===== config.mk =====
export PLATFORM = sky130hd
export DESIGN_NAME = isdc_top
export DESIGN_NICKNAME = d
export VERILOG_FILES = /design/src/isdc_pkg.sv /design/src/isdc_top.sv
export SDC_FILE = /design/constraint.sdc
export NUM_CORES = 1
export LEC_CHECK = 0
export BUFFER_PORTS_ARGS = -buffer_cell sky130_fd_sc_hd__buf_2
export CAP_MARGIN = 30
export CORE_UTILIZATION = 35
export CTS_BUF_LIST = sky130_fd_sc_hd__clkbuf_8 sky130_fd_sc_hd__clkbuf_16
export DETAILED_ROUTE_END_ITERATION = 10
export PLACE_DENSITY_LB_ADDON = 0.3
export REMOVE_ABC_BUFFERS = 1
export SLEW_MARGIN = 10
export SYNTH_ARGS = -nofsm -noshare
export SYNTH_HDL_FRONTEND = slang
export SYNTH_SLANG_ARGS = --single-unit

===== constraint.sdc =====
create_clock -name CLOCK -period 11.4 [get_ports CLOCK]
set_clock_uncertainty 0.05 [all_clocks]
set_input_delay 0.57 -clock CLOCK [delete_from_list [all_inputs] [get_ports CLOCK]]
set_output_delay 0.57 -clock CLOCK [all_outputs]
set_load 0.03 [all_outputs]

===== src/isdc_pkg.sv =====
// Shared constants and types for the impedance sweep DFT control block.
// Assumes a byte-wide register port at the printed offsets and a 20 MHz system clock.
package isdc_pkg;

	// Register byte addresses
	localparam logic [7:0] ADDR_CTRL_HI   = 8'h80;
	localparam logic [7:0] ADDR_CTRL_LO   = 8'h81;
	localparam logic [7:0] ADDR_FIRST_HI  = 8'h82;
	localparam logic [7:0] ADDR_STEP_HI   = 8'h85;
	localparam logic [7:0] ADDR_COUNT_HI  = 8'h88;
	localparam logic [7:0] ADDR_SETTLE_HI = 8'h8A;
	localparam logic [7:0] ADDR_SETTLE_LO = 8'h8B;
	localparam logic [7:0] ADDR_STATUS    = 8'h8F;
	localparam logic [7:0] ADDR_REAL_HI   = 8'h94;
	localparam logic [7:0] ADDR_REAL_LO   = 8'h95;
	localparam logic [7:0] ADDR_IMAG_HI   = 8'h96;
	localparam logic [7:0] ADDR_IMAG_LO   = 8'h97;

	// Writable byte bank covers 0x80..0x8B
	localparam int         WBANK_DEPTH    = 12;
	localparam logic [7:0] BYTE_RESET     = 8'h00;

	// Command codes in control bits D15..D12
	localparam logic [3:0] CMD_INIT       = 4'h1;
	localparam logic [3:0] CMD_SWEEP      = 4'h2;
	localparam logic [3:0] CMD_STEP       = 4'h3;
	localparam logic [3:0] CMD_REPEAT     = 4'h4;
	localparam logic [3:0] CMD_POWERDOWN  = 4'hA;
	localparam logic [3:0] CMD_STANDBY    = 4'hB;

	// Status bit positions
	localparam int         STAT_POINT_BIT = 2;
	localparam int         STAT_SWEEP_BIT = 3;

	// Synthesis and DFT figures
	localparam int         PHASE_W        = 27;
	localparam int         WORD_W         = 24;
	localparam int         MCLK_DIV       = 16;
	localparam int         DFT_SAMPLES    = 1024;
	localparam int         SAMPLE_W       = 12;
	localparam int         REF_W          = 8;
	localparam int         ACC_W          = 30;
	localparam int         RESULT_W       = 16;
	localparam int         POINT_W        = 9;

	// High byte of the control register
	typedef struct packed {
		logic [3:0] cmd;
		logic       spare;
		logic [1:0] range;
		logic       gain_x1;
	} isdc_ctrl_t;

	// Sweep states, Gray coded along the usual path
	typedef enum logic [2:0] {
		ST_IDLE    = 3'b000,
		ST_STANDBY = 3'b001,
		ST_INIT    = 3'b011,
		ST_SETTLE  = 3'b010,
		ST_MEASURE = 3'b110,
		ST_PT_DONE = 3'b111,
		ST_SW_DONE = 3'b101
	} isdc_state_t;

endpackage


===== src/isdc_top.sv =====
// Sweep sequencer, synthesis core and DFT engine of the impedance converter.
// Assumes a serial bus engine outside presents byte reads and writes on the register port,
// and ADC samples arrive as signed words with a one-cycle valid strobe on CLOCK.
// Operation
// - Point count is nine bits, max 511
// - Sweep starts only on begin-sweep command
// - Status D2 marks point measurement done
// - No self stepping; host reads results first
// - Repeat command remeasures at same frequency
// - D3 marks sweep end; steps then ignored
// - Standby grounds excitation and receive pins
// - Initialize excites start frequency, no measuring
// - Wait programmed output cycles before sampling
// - Control D10:D9 choose excitation range
// - Control D8 selects receive gain five/one
// - Multiply samples by cos/sin, sum 1024
// - Real, imaginary results signed 16-bit
// - 27-bit accumulator, start top bits zero
// - Synthesis clocked from external master clock
`timescale 1ns/1ps
module isdc_top #(
	parameter int DFT_SAMPLES = isdc_pkg::DFT_SAMPLES
) (
	input  wire logic                               CLOCK,
	input  wire logic                               RST,
	input  wire logic                               MCLK,
	input  wire logic [7:0]                         REG_ADDR,
	input  wire logic [7:0]                         REG_WDATA,
	input  wire logic                               REG_WE,
	input  wire logic                               REG_RE,
	output logic      [7:0]                         REG_RDATA,
	input  wire logic signed [isdc_pkg::SAMPLE_W-1:0] ADC_DATA,
	input  wire logic                               ADC_VALID,
	output logic                                    ADC_SAMPLE_EN,
	output logic      [isdc_pkg::REF_W-1:0]         EXCITATION_OUTPUT_CODE,
	output logic                                    EXCITATION_OUTPUT_GROUND,
	output logic                                    RECEIVE_INPUT_GROUND,
	output logic      [1:0]                         EXCITATION_RANGE,
	output logic                                    RECEIVE_GAIN_X5
);

	localparam int CNT_W = $clog2(DFT_SAMPLES + 1);

	// Signed cosine over sixteen phase steps, shared by both references
	function automatic logic signed [isdc_pkg::REF_W-1:0] cos_lut(input logic [3:0] idx);
		logic signed [isdc_pkg::REF_W-1:0] v;
		v = 8'sh00;
		unique case (idx)
			4'h0: v = 8'sh7F;
			4'h1: v = 8'sh75;
			4'h2: v = 8'sh5A;
			4'h3: v = 8'sh31;
			4'h4: v = 8'sh00;
			4'h5: v = -8'sh31;
			4'h6: v = -8'sh5A;
			4'h7: v = -8'sh75;
			4'h8: v = -8'sh7F;
			4'h9: v = -8'sh75;
			4'hA: v = -8'sh5A;
			4'hB: v = -8'sh31;
			4'hC: v = 8'sh00;
			4'hD: v = 8'sh31;
			4'hE: v = 8'sh5A;
			4'hF: v = 8'sh75;
		endcase
		return v;
	endfunction

	logic [7:0]                             wbank_r [isdc_pkg::WBANK_DEPTH];
	isdc_pkg::isdc_state_t                  state_r;
	logic                                   mclk_s1_r;
	logic                                   mclk_s2_r;
	logic                                   mclk_s3_r;
	logic                                   mclk_lvl_r;
	logic [3:0]                             div_r;
	logic [isdc_pkg::PHASE_W-1:0]           phase_r;
	logic [isdc_pkg::PHASE_W-1:0]           freq_r;
	logic                                   cycle_end_r;
	logic [15:0]                            settle_cnt_r;
	logic [CNT_W-1:0]                       sample_cnt_r;
	logic [isdc_pkg::POINT_W-1:0]           point_r;
	logic signed [isdc_pkg::ACC_W-1:0]      acc_re_r;
	logic signed [isdc_pkg::ACC_W-1:0]      acc_im_r;
	logic [isdc_pkg::RESULT_W-1:0]          real_r;
	logic [isdc_pkg::RESULT_W-1:0]          imag_r;
	logic                                   point_done_r;
	logic                                   sweep_done_r;

	logic                                   cmd_wr;
	isdc_pkg::isdc_ctrl_t                   ctrl;
	logic [isdc_pkg::WORD_W-1:0]            first_word;
	logic [isdc_pkg::WORD_W-1:0]            step_word;
	logic [isdc_pkg::POINT_W-1:0]           point_limit;
	logic [15:0]                            settle_limit;
	logic                                   mclk_rise;
	logic                                   dds_tick;
	logic [isdc_pkg::PHASE_W:0]             phase_sum;
	logic                                   excite_on;
	logic                                   meas_last;
	logic                                   step_ok;
	logic signed [isdc_pkg::REF_W-1:0]      ref_cos;
	logic signed [isdc_pkg::REF_W-1:0]      ref_sin;
	logic signed [isdc_pkg::SAMPLE_W+isdc_pkg::REF_W-1:0] prod_re;
	logic signed [isdc_pkg::SAMPLE_W+isdc_pkg::REF_W-1:0] prod_im;

	// Field views of the byte bank, most significant byte at lowest address
	assign ctrl         = isdc_pkg::isdc_ctrl_t'(wbank_r[0]);
	assign first_word   = {wbank_r[2], wbank_r[3], wbank_r[4]};
	assign step_word    = {wbank_r[5], wbank_r[6], wbank_r[7]};
	assign point_limit  = {wbank_r[8][0], wbank_r[9]};
	assign settle_limit = {wbank_r[10], wbank_r[11]};
	assign cmd_wr       = REG_WE && (REG_ADDR == isdc_pkg::ADDR_CTRL_HI);

	// Byte bank writes; only 0x80..0x8B are writable
	always_ff @(posedge CLOCK) begin
		for (int i = 0; i < isdc_pkg::WBANK_DEPTH; i++) begin
			if (RST) begin
				wbank_r[i] <= isdc_pkg::BYTE_RESET;
			end else if (REG_WE && (REG_ADDR == isdc_pkg::ADDR_CTRL_HI + 8'(i))) begin
				wbank_r[i] <= REG_WDATA;
			end
		end
	end

	// Read data, registered one cycle after the read strobe
	always_ff @(posedge CLOCK) begin
		if (RST) begin
			REG_RDATA <= 8'h00;
		end else if (REG_RE) begin
			if (REG_ADDR >= isdc_pkg::ADDR_CTRL_HI && REG_ADDR <= isdc_pkg::ADDR_SETTLE_LO) begin
				REG_RDATA <= wbank_r[4'(REG_ADDR - isdc_pkg::ADDR_CTRL_HI)];
			end else begin
				unique case (REG_ADDR)
					isdc_pkg::ADDR_STATUS:  REG_RDATA <= {4'h0, sweep_done_r, point_done_r, 2'b00};
					isdc_pkg::ADDR_REAL_HI: REG_RDATA <= real_r[15:8];
					isdc_pkg::ADDR_REAL_LO: REG_RDATA <= real_r[7:0];
					isdc_pkg::ADDR_IMAG_HI: REG_RDATA <= imag_r[15:8];
					isdc_pkg::ADDR_IMAG_LO: REG_RDATA <= imag_r[7:0];
					default:                REG_RDATA <= 8'h00;
				endcase
			end
		end
	end

	// Master clock synchroniser; level moves when the second and third stages agree
	always_ff @(posedge CLOCK) begin
		if (RST) begin
			mclk_s1_r  <= 1'b0;
			mclk_s2_r  <= 1'b0;
			mclk_s3_r  <= 1'b0;
			mclk_lvl_r <= 1'b0;
		end else begin
			mclk_s1_r <= MCLK;
			mclk_s2_r <= mclk_s1_r;
			mclk_s3_r <= mclk_s2_r;
			if (mclk_s2_r == mclk_s3_r) begin
				mclk_lvl_r <= mclk_s3_r;
			end
		end
	end

	// Master clock edge, synthesis tick and excitation enable
	assign mclk_rise = (mclk_s2_r == mclk_s3_r) && mclk_s3_r && !mclk_lvl_r;
	assign dds_tick  = mclk_rise && (div_r == 4'(isdc_pkg::MCLK_DIV - 1));
	assign excite_on = (state_r == isdc_pkg::ST_INIT) || (state_r == isdc_pkg::ST_SETTLE) ||
	                   (state_r == isdc_pkg::ST_MEASURE) || (state_r == isdc_pkg::ST_PT_DONE) ||
	                   (state_r == isdc_pkg::ST_SW_DONE);
	assign phase_sum = {1'b0, phase_r} + {1'b0, freq_r};

	// Synthesis core steps at master clock over sixteen
	always_ff @(posedge CLOCK) begin
		if (RST) begin
			div_r       <= 4'h0;
			phase_r     <= '0;
			cycle_end_r <= 1'b0;
		end else begin
			cycle_end_r <= 1'b0;
			if (mclk_rise) begin
				div_r <= div_r + 4'h1;
			end
			if (!excite_on) begin
				phase_r <= '0;
			end else if (dds_tick) begin
				phase_r     <= phase_sum[isdc_pkg::PHASE_W-1:0];
				cycle_end_r <= phase_sum[isdc_pkg::PHASE_W]; // One output cycle ends at wrap
			end
		end
	end

	// Step accepted only while a point result waits, never after the sweep ends
	assign step_ok = (state_r == isdc_pkg::ST_PT_DONE) && cmd_wr && (REG_WDATA[7:4] == isdc_pkg::CMD_STEP);

	// Current frequency word; top three bits stay zero at start
	always_ff @(posedge CLOCK) begin
		if (RST) begin
			freq_r <= '0;
		end else if (cmd_wr && (REG_WDATA[7:4] == isdc_pkg::CMD_INIT ||
		             (REG_WDATA[7:4] == isdc_pkg::CMD_SWEEP && state_r != isdc_pkg::ST_INIT))) begin
			freq_r <= {3'b000, first_word};
		end else if (step_ok) begin
			freq_r <= freq_r + {3'b000, step_word};
		end
	end

	// Last sample of the sum is arriving
	assign meas_last = ADC_VALID && (sample_cnt_r == CNT_W'(DFT_SAMPLES - 1));

	// Sweep sequencer
	always_ff @(posedge CLOCK) begin
		if (RST) begin
			state_r <= isdc_pkg::ST_IDLE;
		end else if (cmd_wr && REG_WDATA[7:4] == isdc_pkg::CMD_STANDBY) begin
			state_r <= isdc_pkg::ST_STANDBY;
		end else if (cmd_wr && REG_WDATA[7:4] == isdc_pkg::CMD_POWERDOWN) begin
			state_r <= isdc_pkg::ST_IDLE;
		end else if (cmd_wr && REG_WDATA[7:4] == isdc_pkg::CMD_INIT) begin
			state_r <= isdc_pkg::ST_INIT;
		end else if (cmd_wr && REG_WDATA[7:4] == isdc_pkg::CMD_SWEEP) begin
			state_r <= isdc_pkg::ST_SETTLE;
		end else begin
			unique case (state_r)
				isdc_pkg::ST_IDLE, isdc_pkg::ST_STANDBY, isdc_pkg::ST_INIT: begin
					state_r <= state_r; // Only a command moves on
				end
				isdc_pkg::ST_SETTLE: begin
					if (settle_cnt_r >= settle_limit) begin
						state_r <= isdc_pkg::ST_MEASURE;
					end
				end
				isdc_pkg::ST_MEASURE: begin
					if (meas_last) begin
						state_r <= (point_r >= point_limit) ? isdc_pkg::ST_SW_DONE : isdc_pkg::ST_PT_DONE;
					end
				end
				isdc_pkg::ST_PT_DONE: begin
					if (step_ok || (cmd_wr && REG_WDATA[7:4] == isdc_pkg::CMD_REPEAT)) begin
						state_r <= isdc_pkg::ST_SETTLE;
					end
				end
				isdc_pkg::ST_SW_DONE: begin
					if (cmd_wr && REG_WDATA[7:4] == isdc_pkg::CMD_REPEAT) begin
						state_r <= isdc_pkg::ST_SETTLE; // Steps are ignored here
					end
				end
				default: state_r <= isdc_pkg::ST_IDLE;
			endcase
		end
	end

	// Settling counter counts whole output cycles
	always_ff @(posedge CLOCK) begin
		if (RST || state_r != isdc_pkg::ST_SETTLE) begin
			settle_cnt_r <= 16'h0000;
		end else if (cycle_end_r) begin
			settle_cnt_r <= settle_cnt_r + 16'h0001;
		end
	end

	// Point index, advanced by accepted steps only
	always_ff @(posedge CLOCK) begin
		if (RST) begin
			point_r <= '0;
		end else if (cmd_wr && REG_WDATA[7:4] == isdc_pkg::CMD_SWEEP) begin
			point_r <= '0;
		end else if (step_ok) begin
			point_r <= point_r + 9'h001;
		end
	end

	// Reference pair; sine is the cosine a quarter turn back
	assign ref_cos = cos_lut(phase_r[isdc_pkg::PHASE_W-1 -: 4]);
	assign ref_sin = cos_lut(phase_r[isdc_pkg::PHASE_W-1 -: 4] - 4'h4);
	assign prod_re = ADC_DATA * ref_cos;
	assign prod_im = ADC_DATA * ref_sin;

	// DFT accumulation: real adds x*cos, imaginary subtracts x*sin
	always_ff @(posedge CLOCK) begin
		if (RST || state_r != isdc_pkg::ST_MEASURE) begin
			acc_re_r     <= '0;
			acc_im_r     <= '0;
			sample_cnt_r <= '0;
		end else if (ADC_VALID) begin
			acc_re_r     <= acc_re_r + isdc_pkg::ACC_W'(prod_re);
			acc_im_r     <= acc_im_r - isdc_pkg::ACC_W'(prod_im);
			sample_cnt_r <= sample_cnt_r + CNT_W'(1);
		end
	end

	// Results latched at the last sample, two's complement top bits
	always_ff @(posedge CLOCK) begin
		if (RST) begin
			real_r <= '0;
			imag_r <= '0;
		end else if (state_r == isdc_pkg::ST_MEASURE && meas_last) begin
			real_r <= 16'(($signed(acc_re_r) + isdc_pkg::ACC_W'(prod_re)) >>> 14);
			imag_r <= 16'(($signed(acc_im_r) - isdc_pkg::ACC_W'(prod_im)) >>> 14);
		end
	end

	// Status flags; a finishing measurement wins over a clearing command
	always_ff @(posedge CLOCK) begin
		if (RST) begin
			point_done_r <= 1'b0;
			sweep_done_r <= 1'b0;
		end else if (state_r == isdc_pkg::ST_MEASURE && meas_last) begin
			point_done_r <= 1'b1;
			if (point_r >= point_limit) begin
				sweep_done_r <= 1'b1;
			end
		end else if (cmd_wr && (REG_WDATA[7:4] == isdc_pkg::CMD_SWEEP || REG_WDATA[7:4] == isdc_pkg::CMD_INIT ||
		             REG_WDATA[7:4] == isdc_pkg::CMD_STANDBY)) begin
			point_done_r <= 1'b0;
			sweep_done_r <= 1'b0;
		end else if (step_ok || (cmd_wr && REG_WDATA[7:4] == isdc_pkg::CMD_REPEAT &&
		             (state_r == isdc_pkg::ST_PT_DONE || state_r == isdc_pkg::ST_SW_DONE))) begin
			point_done_r <= 1'b0;
		end
	end

	// Analog path controls, all registered
	always_ff @(posedge CLOCK) begin
		if (RST) begin
			ADC_SAMPLE_EN            <= 1'b0;
			EXCITATION_OUTPUT_CODE   <= 8'h00;
			EXCITATION_OUTPUT_GROUND <= 1'b0;
			RECEIVE_INPUT_GROUND     <= 1'b0;
			EXCITATION_RANGE         <= 2'b00;
			RECEIVE_GAIN_X5          <= 1'b0;
		end else begin
			ADC_SAMPLE_EN            <= (state_r == isdc_pkg::ST_MEASURE) && !meas_last;
			EXCITATION_OUTPUT_CODE   <= excite_on ? ref_cos : 8'h00;
			EXCITATION_OUTPUT_GROUND <= (state_r == isdc_pkg::ST_STANDBY);
			RECEIVE_INPUT_GROUND     <= (state_r == isdc_pkg::ST_STANDBY);
			EXCITATION_RANGE         <= ctrl.range;
			RECEIVE_GAIN_X5          <= !ctrl.gain_x1;
		end
	end

endmodule


; After elaboration in Yosys (flattened, before gate mapping)
; Memory sizes are Yosys's and may differ from the RTL's. A register that Yosys moved wholly into a read port is not among the register bits.
; Cells that the tools add are included.
[op_classes]
add_sub_neg = 10
mul = 2
order_cmp = 4
n_eq_ne = 50
n_mux = 72
n_bitwise = 15
reduce_logical = 60
[op_table]
columns = op, count
row1 = $eq A8 B8 Y1 const B, 17
row2 = $mux W8, 13
row3 = $mux W24, 2
row4 = $mux W1, 46
row5 = $mul A12 B8 Y20, 2
row6 = $pmux W8 S5, 1
row7 = $add A30 B20 Y30, 1
row8 = $logic_and A1 B1 Y1, 30
row9 = $sub A30 B20 Y30, 1
row10 = $add A27 B27 Y28, 1
row11 = $add A27 B24 Y27, 1
row12 = $ne A6 B1 Y1 const B, 3
row13 = $add A16 B1 Y16 const B, 1
row14 = $ge A16 B16 Y1, 1
row15 = $pmux W3 S5, 1
row16 = $reduce_and A5 Y1, 3
row17 = $eq A4 B4 Y1 const B, 3
row18 = $logic_or A1 B1 Y1, 12
row19 = $mux W3, 4
row20 = $ne A4 B1 Y1 const B, 3
row21 = $or A1 B1 Y1, 12
row22 = $add A11 B1 Y11 const B, 1
row23 = $eq A11 B10 Y1 const B, 1
row24 = $add A9 B1 Y9 const B, 1
row25 = 31 further kinds, 52
[word_totals]
ff_bits = 217
ramBits = 96
rom_bits = 256
inputBits = 34
output_inout_bits = 22
wordCells = 243
memories = 3
[mem_list]
columns = name, words, word_bits, read_ports, rd_clocked_by_memory_dff, write_ports, line
row1 = (name not given), 16, 8, 1, 0, 0, isdc_top.sv:48  ; unique case (idx)
row2 = (name not given), 16, 8, 1, 1, 0, isdc_top.sv:48
row3 = wbank_r, 12, 8, 12, 0, 12, isdc_top.sv:69  ; logic [7:0] wbank_r [isdc_pkg::WBANK_DEPTH];

; Depth between registers and ports, before layout
[logic_depth]
ltp_word = 11
depth_mapped = 31
ltp_nobuf = 29

; Worst setup path before layout
; Ideal clock, no wire load.
[synth_path]
kind = register -> register
startpoint = register phase_r[23] (netlist name)
endpoint = register acc_im_r[29] (netlist name)
setup_ns = 0.122
arrival_ns = 6.411
required_time_ns = 11.228
path_slack_ns = 4.817
stages_incl_launch_ff = 26
path_buffers = 2
synth_period_minus_slack_ns = 6.583
path_cell_list = dfxtp_1 > inv_1 > ha_1 > mux2_2 > a21oi_1 > clkbuf_1 > nand2_1 > fa_1 > fa_1 > fa_1 > fa_1 > inv_1 > fa_1 > inv_1 > ha_1 > clkbuf_1 > a21o_1 > a221oi_1 > nor2b_1 > o21a_1 > nand2b_1 > o21bai_1 > o21ai_0 > a31oi_1 > nor3_1 > a311o_1
[synth_between]
elab_chain_len = 4
[synth_lines]
columns = element, line
row1 = from (decl), isdc_top.sv:76  ; logic [isdc_pkg::PHASE_W-1:0] phase_r;
row2 = from (signal assigned), isdc_top.sv:184  ; phase_r <= phase_sum[isdc_pkg::PHASE_W-1:0];
row3 = $sub A4 B3 Y4, isdc_top.sv:272  ; assign ref_sin = cos_lut(phase_r[isdc_pkg::PHASE_W-1 -: 4] - 4'h4);
row4 = $mem_v2 Z16 W8, --
row5 = $mul A12 B8 Y20, isdc_top.sv:274  ; assign prod_im = ADC_DATA * ref_sin;
row6 = $sub A30 B20 Y30, isdc_top.sv:284  ; acc_im_r <= acc_im_r - isdc_pkg::ACC_W'(prod_im);
row7 = to (signal assigned), isdc_top.sv:284
row8 = to (decl), isdc_top.sv:83  ; logic signed [isdc_pkg::ACC_W-1:0] acc_im_r;
; Every way passes these cells.
; A chain may end at the register's enable or synchronous reset.

; Worst setup path after layout
; Same ends and word-level chain as after synthesis.

==> results.cfg <==
[floorplanning]
coreArea_mm2 = 0.0763
initial_core_util_pct = 35.6
die_y_um = 280
die_x_um = 280
rows = 101
dieArea_mm2 = 0.0787
io_pins = 56

[setup_path]
r2r_end = acc_im_r[29]$_SDFFE_PP0P_
critical_path_required_ns = 11.81
end_kind = register
start_kind = register
worst-r2r-setup-slack_ns = 4.00
worstPathMaxFanout = 11
r2r_start = phase_r[23]$_SDFFE_PP0P_
worstSetupPathType = reg -> reg
arrival_ns = 7.81
rr_worst_depth = 23

[cts]
cts_buffer_depth = 3
cts.sink_count = 321
cts_hold_buf = 0
numCtsBuffers = 41
cts_tree = yes
root_buffer = clkbuf_16
h-tree-depth = 2
cts-resized-gates = 0
post_cts_buffers = 0
clock_latency_ns = 0.59
clk_pin_slew_ns = 0.06

[yosys]
syn_inst = 2923
ys_ff_latch = 321
syn_area_per_cell_um2 = 9.28
yosysTopAreaCellShare_pct = 18.2
synth_ff_type = dfxtp_1
synth_area_mm2 = 0.0271
yosysMostFrequentCell = inv_1
synth-edff-count = 96
synthArstFlopShare_pct = 0
synthTopCellsByArea = fa_1 (18%), dfxtp_1 (17%), edfxtp_1 (11%)
ys_types = 75
synth_common_cells = inv_1 (400), nand2_1 (259), fa_1 (247)
yosysWarnings = 0
yosysTopAreaCell = fa_1
synth_seq_area_share_pct = 27.2

[sta]
slew_viol_final = 0
slew_headroom_pct = 33.9
finalHoldViolations = 0
fin_tns_setup_ns = 0
timing.final.crit_share_pct = 64.9
setup_viol = 0
layout_min_cycle_time_ns = 7.40
hold_slack_ns = 0.195
rsz0062_at_grt = no
max_clock_freq_mhz = 135
worst_pin_slew_ns = 0.988

[min_path]
worstHoldEndpoint = mclk_s1_r$_SDFF_PP0_
hold_path_depth = 2
hp-start = MCLK
hold_class = in -> reg

[global_routing]
antenna_found_initial = 2
track_usage_pct = 17.5
grt_max_degree = 54
grt.overflow.total = 0
grt_pass1_vias = 20200
grt_pass1_wl_mm = 109

[run_status]
status = finished clean

[drt]
wl_per_cell_um = 16.7
drt_iter0_markers = 1360
vias_per_cell = 5.02
drcViolationCount = 0
ant_nets = 0
routed_wl_mm = 66.6
drt_first_pass_iters = 5
vias = 20000

[cells_and_area]
final-seq-area_mm2 = 0.00739
drive_above_1_share_pct = 6.98
multi_input_area_mm2 = 0.0178
nets = 3413
fillerInstances = 7763
syn_to_final_growth_pct = 10.1
antenna_cells = 0
fin_area_mm2 = 0.0299
final_cells = 3983

[pwr]
p_leak_nw = 13.0
p_total_mw = 4.77
powerDensity_mw_per_mm2 = 160
ir_drop_uv = 167

[place]
io_buffers = 55
postPlaceCellArea_mm2 = 0.0284
hpwl_mm = 50.1
placedCellCount = 3904
gp_congestion = 0.839

[job]
max_cap_viol_count = 0
-- per-layer routing --
layer | part of all wire, % | GRT usage, % | up-vias | routed length [um]
li1 | - | - | 9720 | -
met1 | 48 | 24.4 | 9804 | 31700
met2 | 46 | 28.6 | 377 | 30900
met3 | 4.0 | 2.07 | 78 | 2680
met4 | 2.0 | 4.44 | 0 | 1350
met5 | 0 | 0 | - | 0
-- area by class of cell --
type                    count  share of cell area [%]
flip-flops and latches    321                    24.7
clock inverters            32                    1.29
well taps                1030                    4.31
repair buffers             78                    1.67
clock buffers              43                    3.52
inverters                 401                    5.04
multi-input cells        2078                    59.5
-- how the worst max path moves through the flow --
stage                     slack (ns)                        end                     start  cells past startpoint
after global routing            3.43  acc_im_r[29]$_SDFFE_PP0P_  phase_r[23]$_SDFFE_PP0P_                     24
after detailed placement        3.68  acc_im_r[29]$_SDFFE_PP0P_  phase_r[25]$_SDFFE_PP0P_                     22
after floorplan                 4.77  acc_im_r[29]$_SDFFE_PP0P_  phase_r[23]$_SDFFE_PP0P_                     24
final                           4.00  acc_im_r[29]$_SDFFE_PP0P_  phase_r[23]$_SDFFE_PP0P_                     23
after CTS                       3.65  acc_im_r[29]$_SDFFE_PP0P_  phase_r[25]$_SDFFE_PP0P_                     22
after global placement          3.83  acc_im_r[29]$_SDFFE_PP0P_  phase_r[25]$_SDFFE_PP0P_                     22
-- stage by stage --
stage / setup WS (ns) / util (%)
6_report: 4.00 / 39.2
5_1_grt: 3.43 / 39.2
4_1_cts: 3.65 / 39.1
3_5_place_dp: 3.68 / 37.2
3_3_place_gp: 3.83 / 37.2
2_1_floorplan: 4.77 / -
-- report_power, final --
| group | internal (mW) | leakage, nW | total, mW | switching [mW] |
|---|---|---|---|---|
| clock network | 0.835 | 0.735 | 1.38 | 0.547 |
| registers | 1.20 | 2.73 | 1.21 | 0.0165 |
| logic | 0.886 | 9.50 | 2.18 | 1.29 |
| total | 2.92 | 13.0 | 4.77 | 1.86 |
-- worst max-delay path, stage by stage (launching register included) --
cell and delay, ns:
dfxtp_1 0.49, inv_1 0.19, ha_1 0.23, and2_1 0.21, nor2_1 0.59, nand2_1 0.20
fa_1 0.55, fa_1 0.46, fa_1 0.51, fa_1 0.49, inv_1 0.05, fa_1 0.48
inv_1 0.04, ha_1 0.34, and3_1 0.19, a221oi_1 0.43, nor2b_1 0.09, o21a_1 0.21
nand2b_1 0.14, o21bai_1 0.42, o21ai_0 0.15, a31oi_1 0.34, nor3_1 0.11, a311o_1 0.32
-- logic make-up after synthesis --
kind of cell / count (synthesis) / synth area share [%]
multiplexers: 85 / 4.62
AO/OA/AOI/OAI: 489 / 11.8
buffers and inverters: 524 / 7.30
XOR/XNOR: 133 / 4.29
adder cells (fa/ha/maj): 458 / 27.9
flip-flops: 321 / 27.2
AND/OR/NAND/NOR: 913 / 16.8
-- cell usage in the layout (no fill, tap or decap), types with 66 or more instances in the layout --
cell type  synthesis  final
inv_1            400    410
nand2_1          259    259
fa_1             247    247
dfxtp_1          225    225
ha_1             211    211
nor2_1           205    205
and2_1           182    182
a21oi_1          151    151
edfxtp_1          96     96
a21o_1            68     68
xor2_1            67     67
xnor2_1           66     66
-- registers in the layout, indices dropped and copies added, names as in the netlist, 2 cells and up --
name and flops:
EXCITATION_OUTPUT_CODE 8, EXCITATION_RANGE 2, REG_RDATA 8, acc_im_r 30, acc_re_r 30, div_r 4, freq_r 27, imag_r 16
phase_r 27, point_r 9, real_r 16, ref_cos 8, sample_cnt_r 11, settle_cnt_r 16, state_r 3, wbank_r 96
Power figures use the tool's default switching activity.
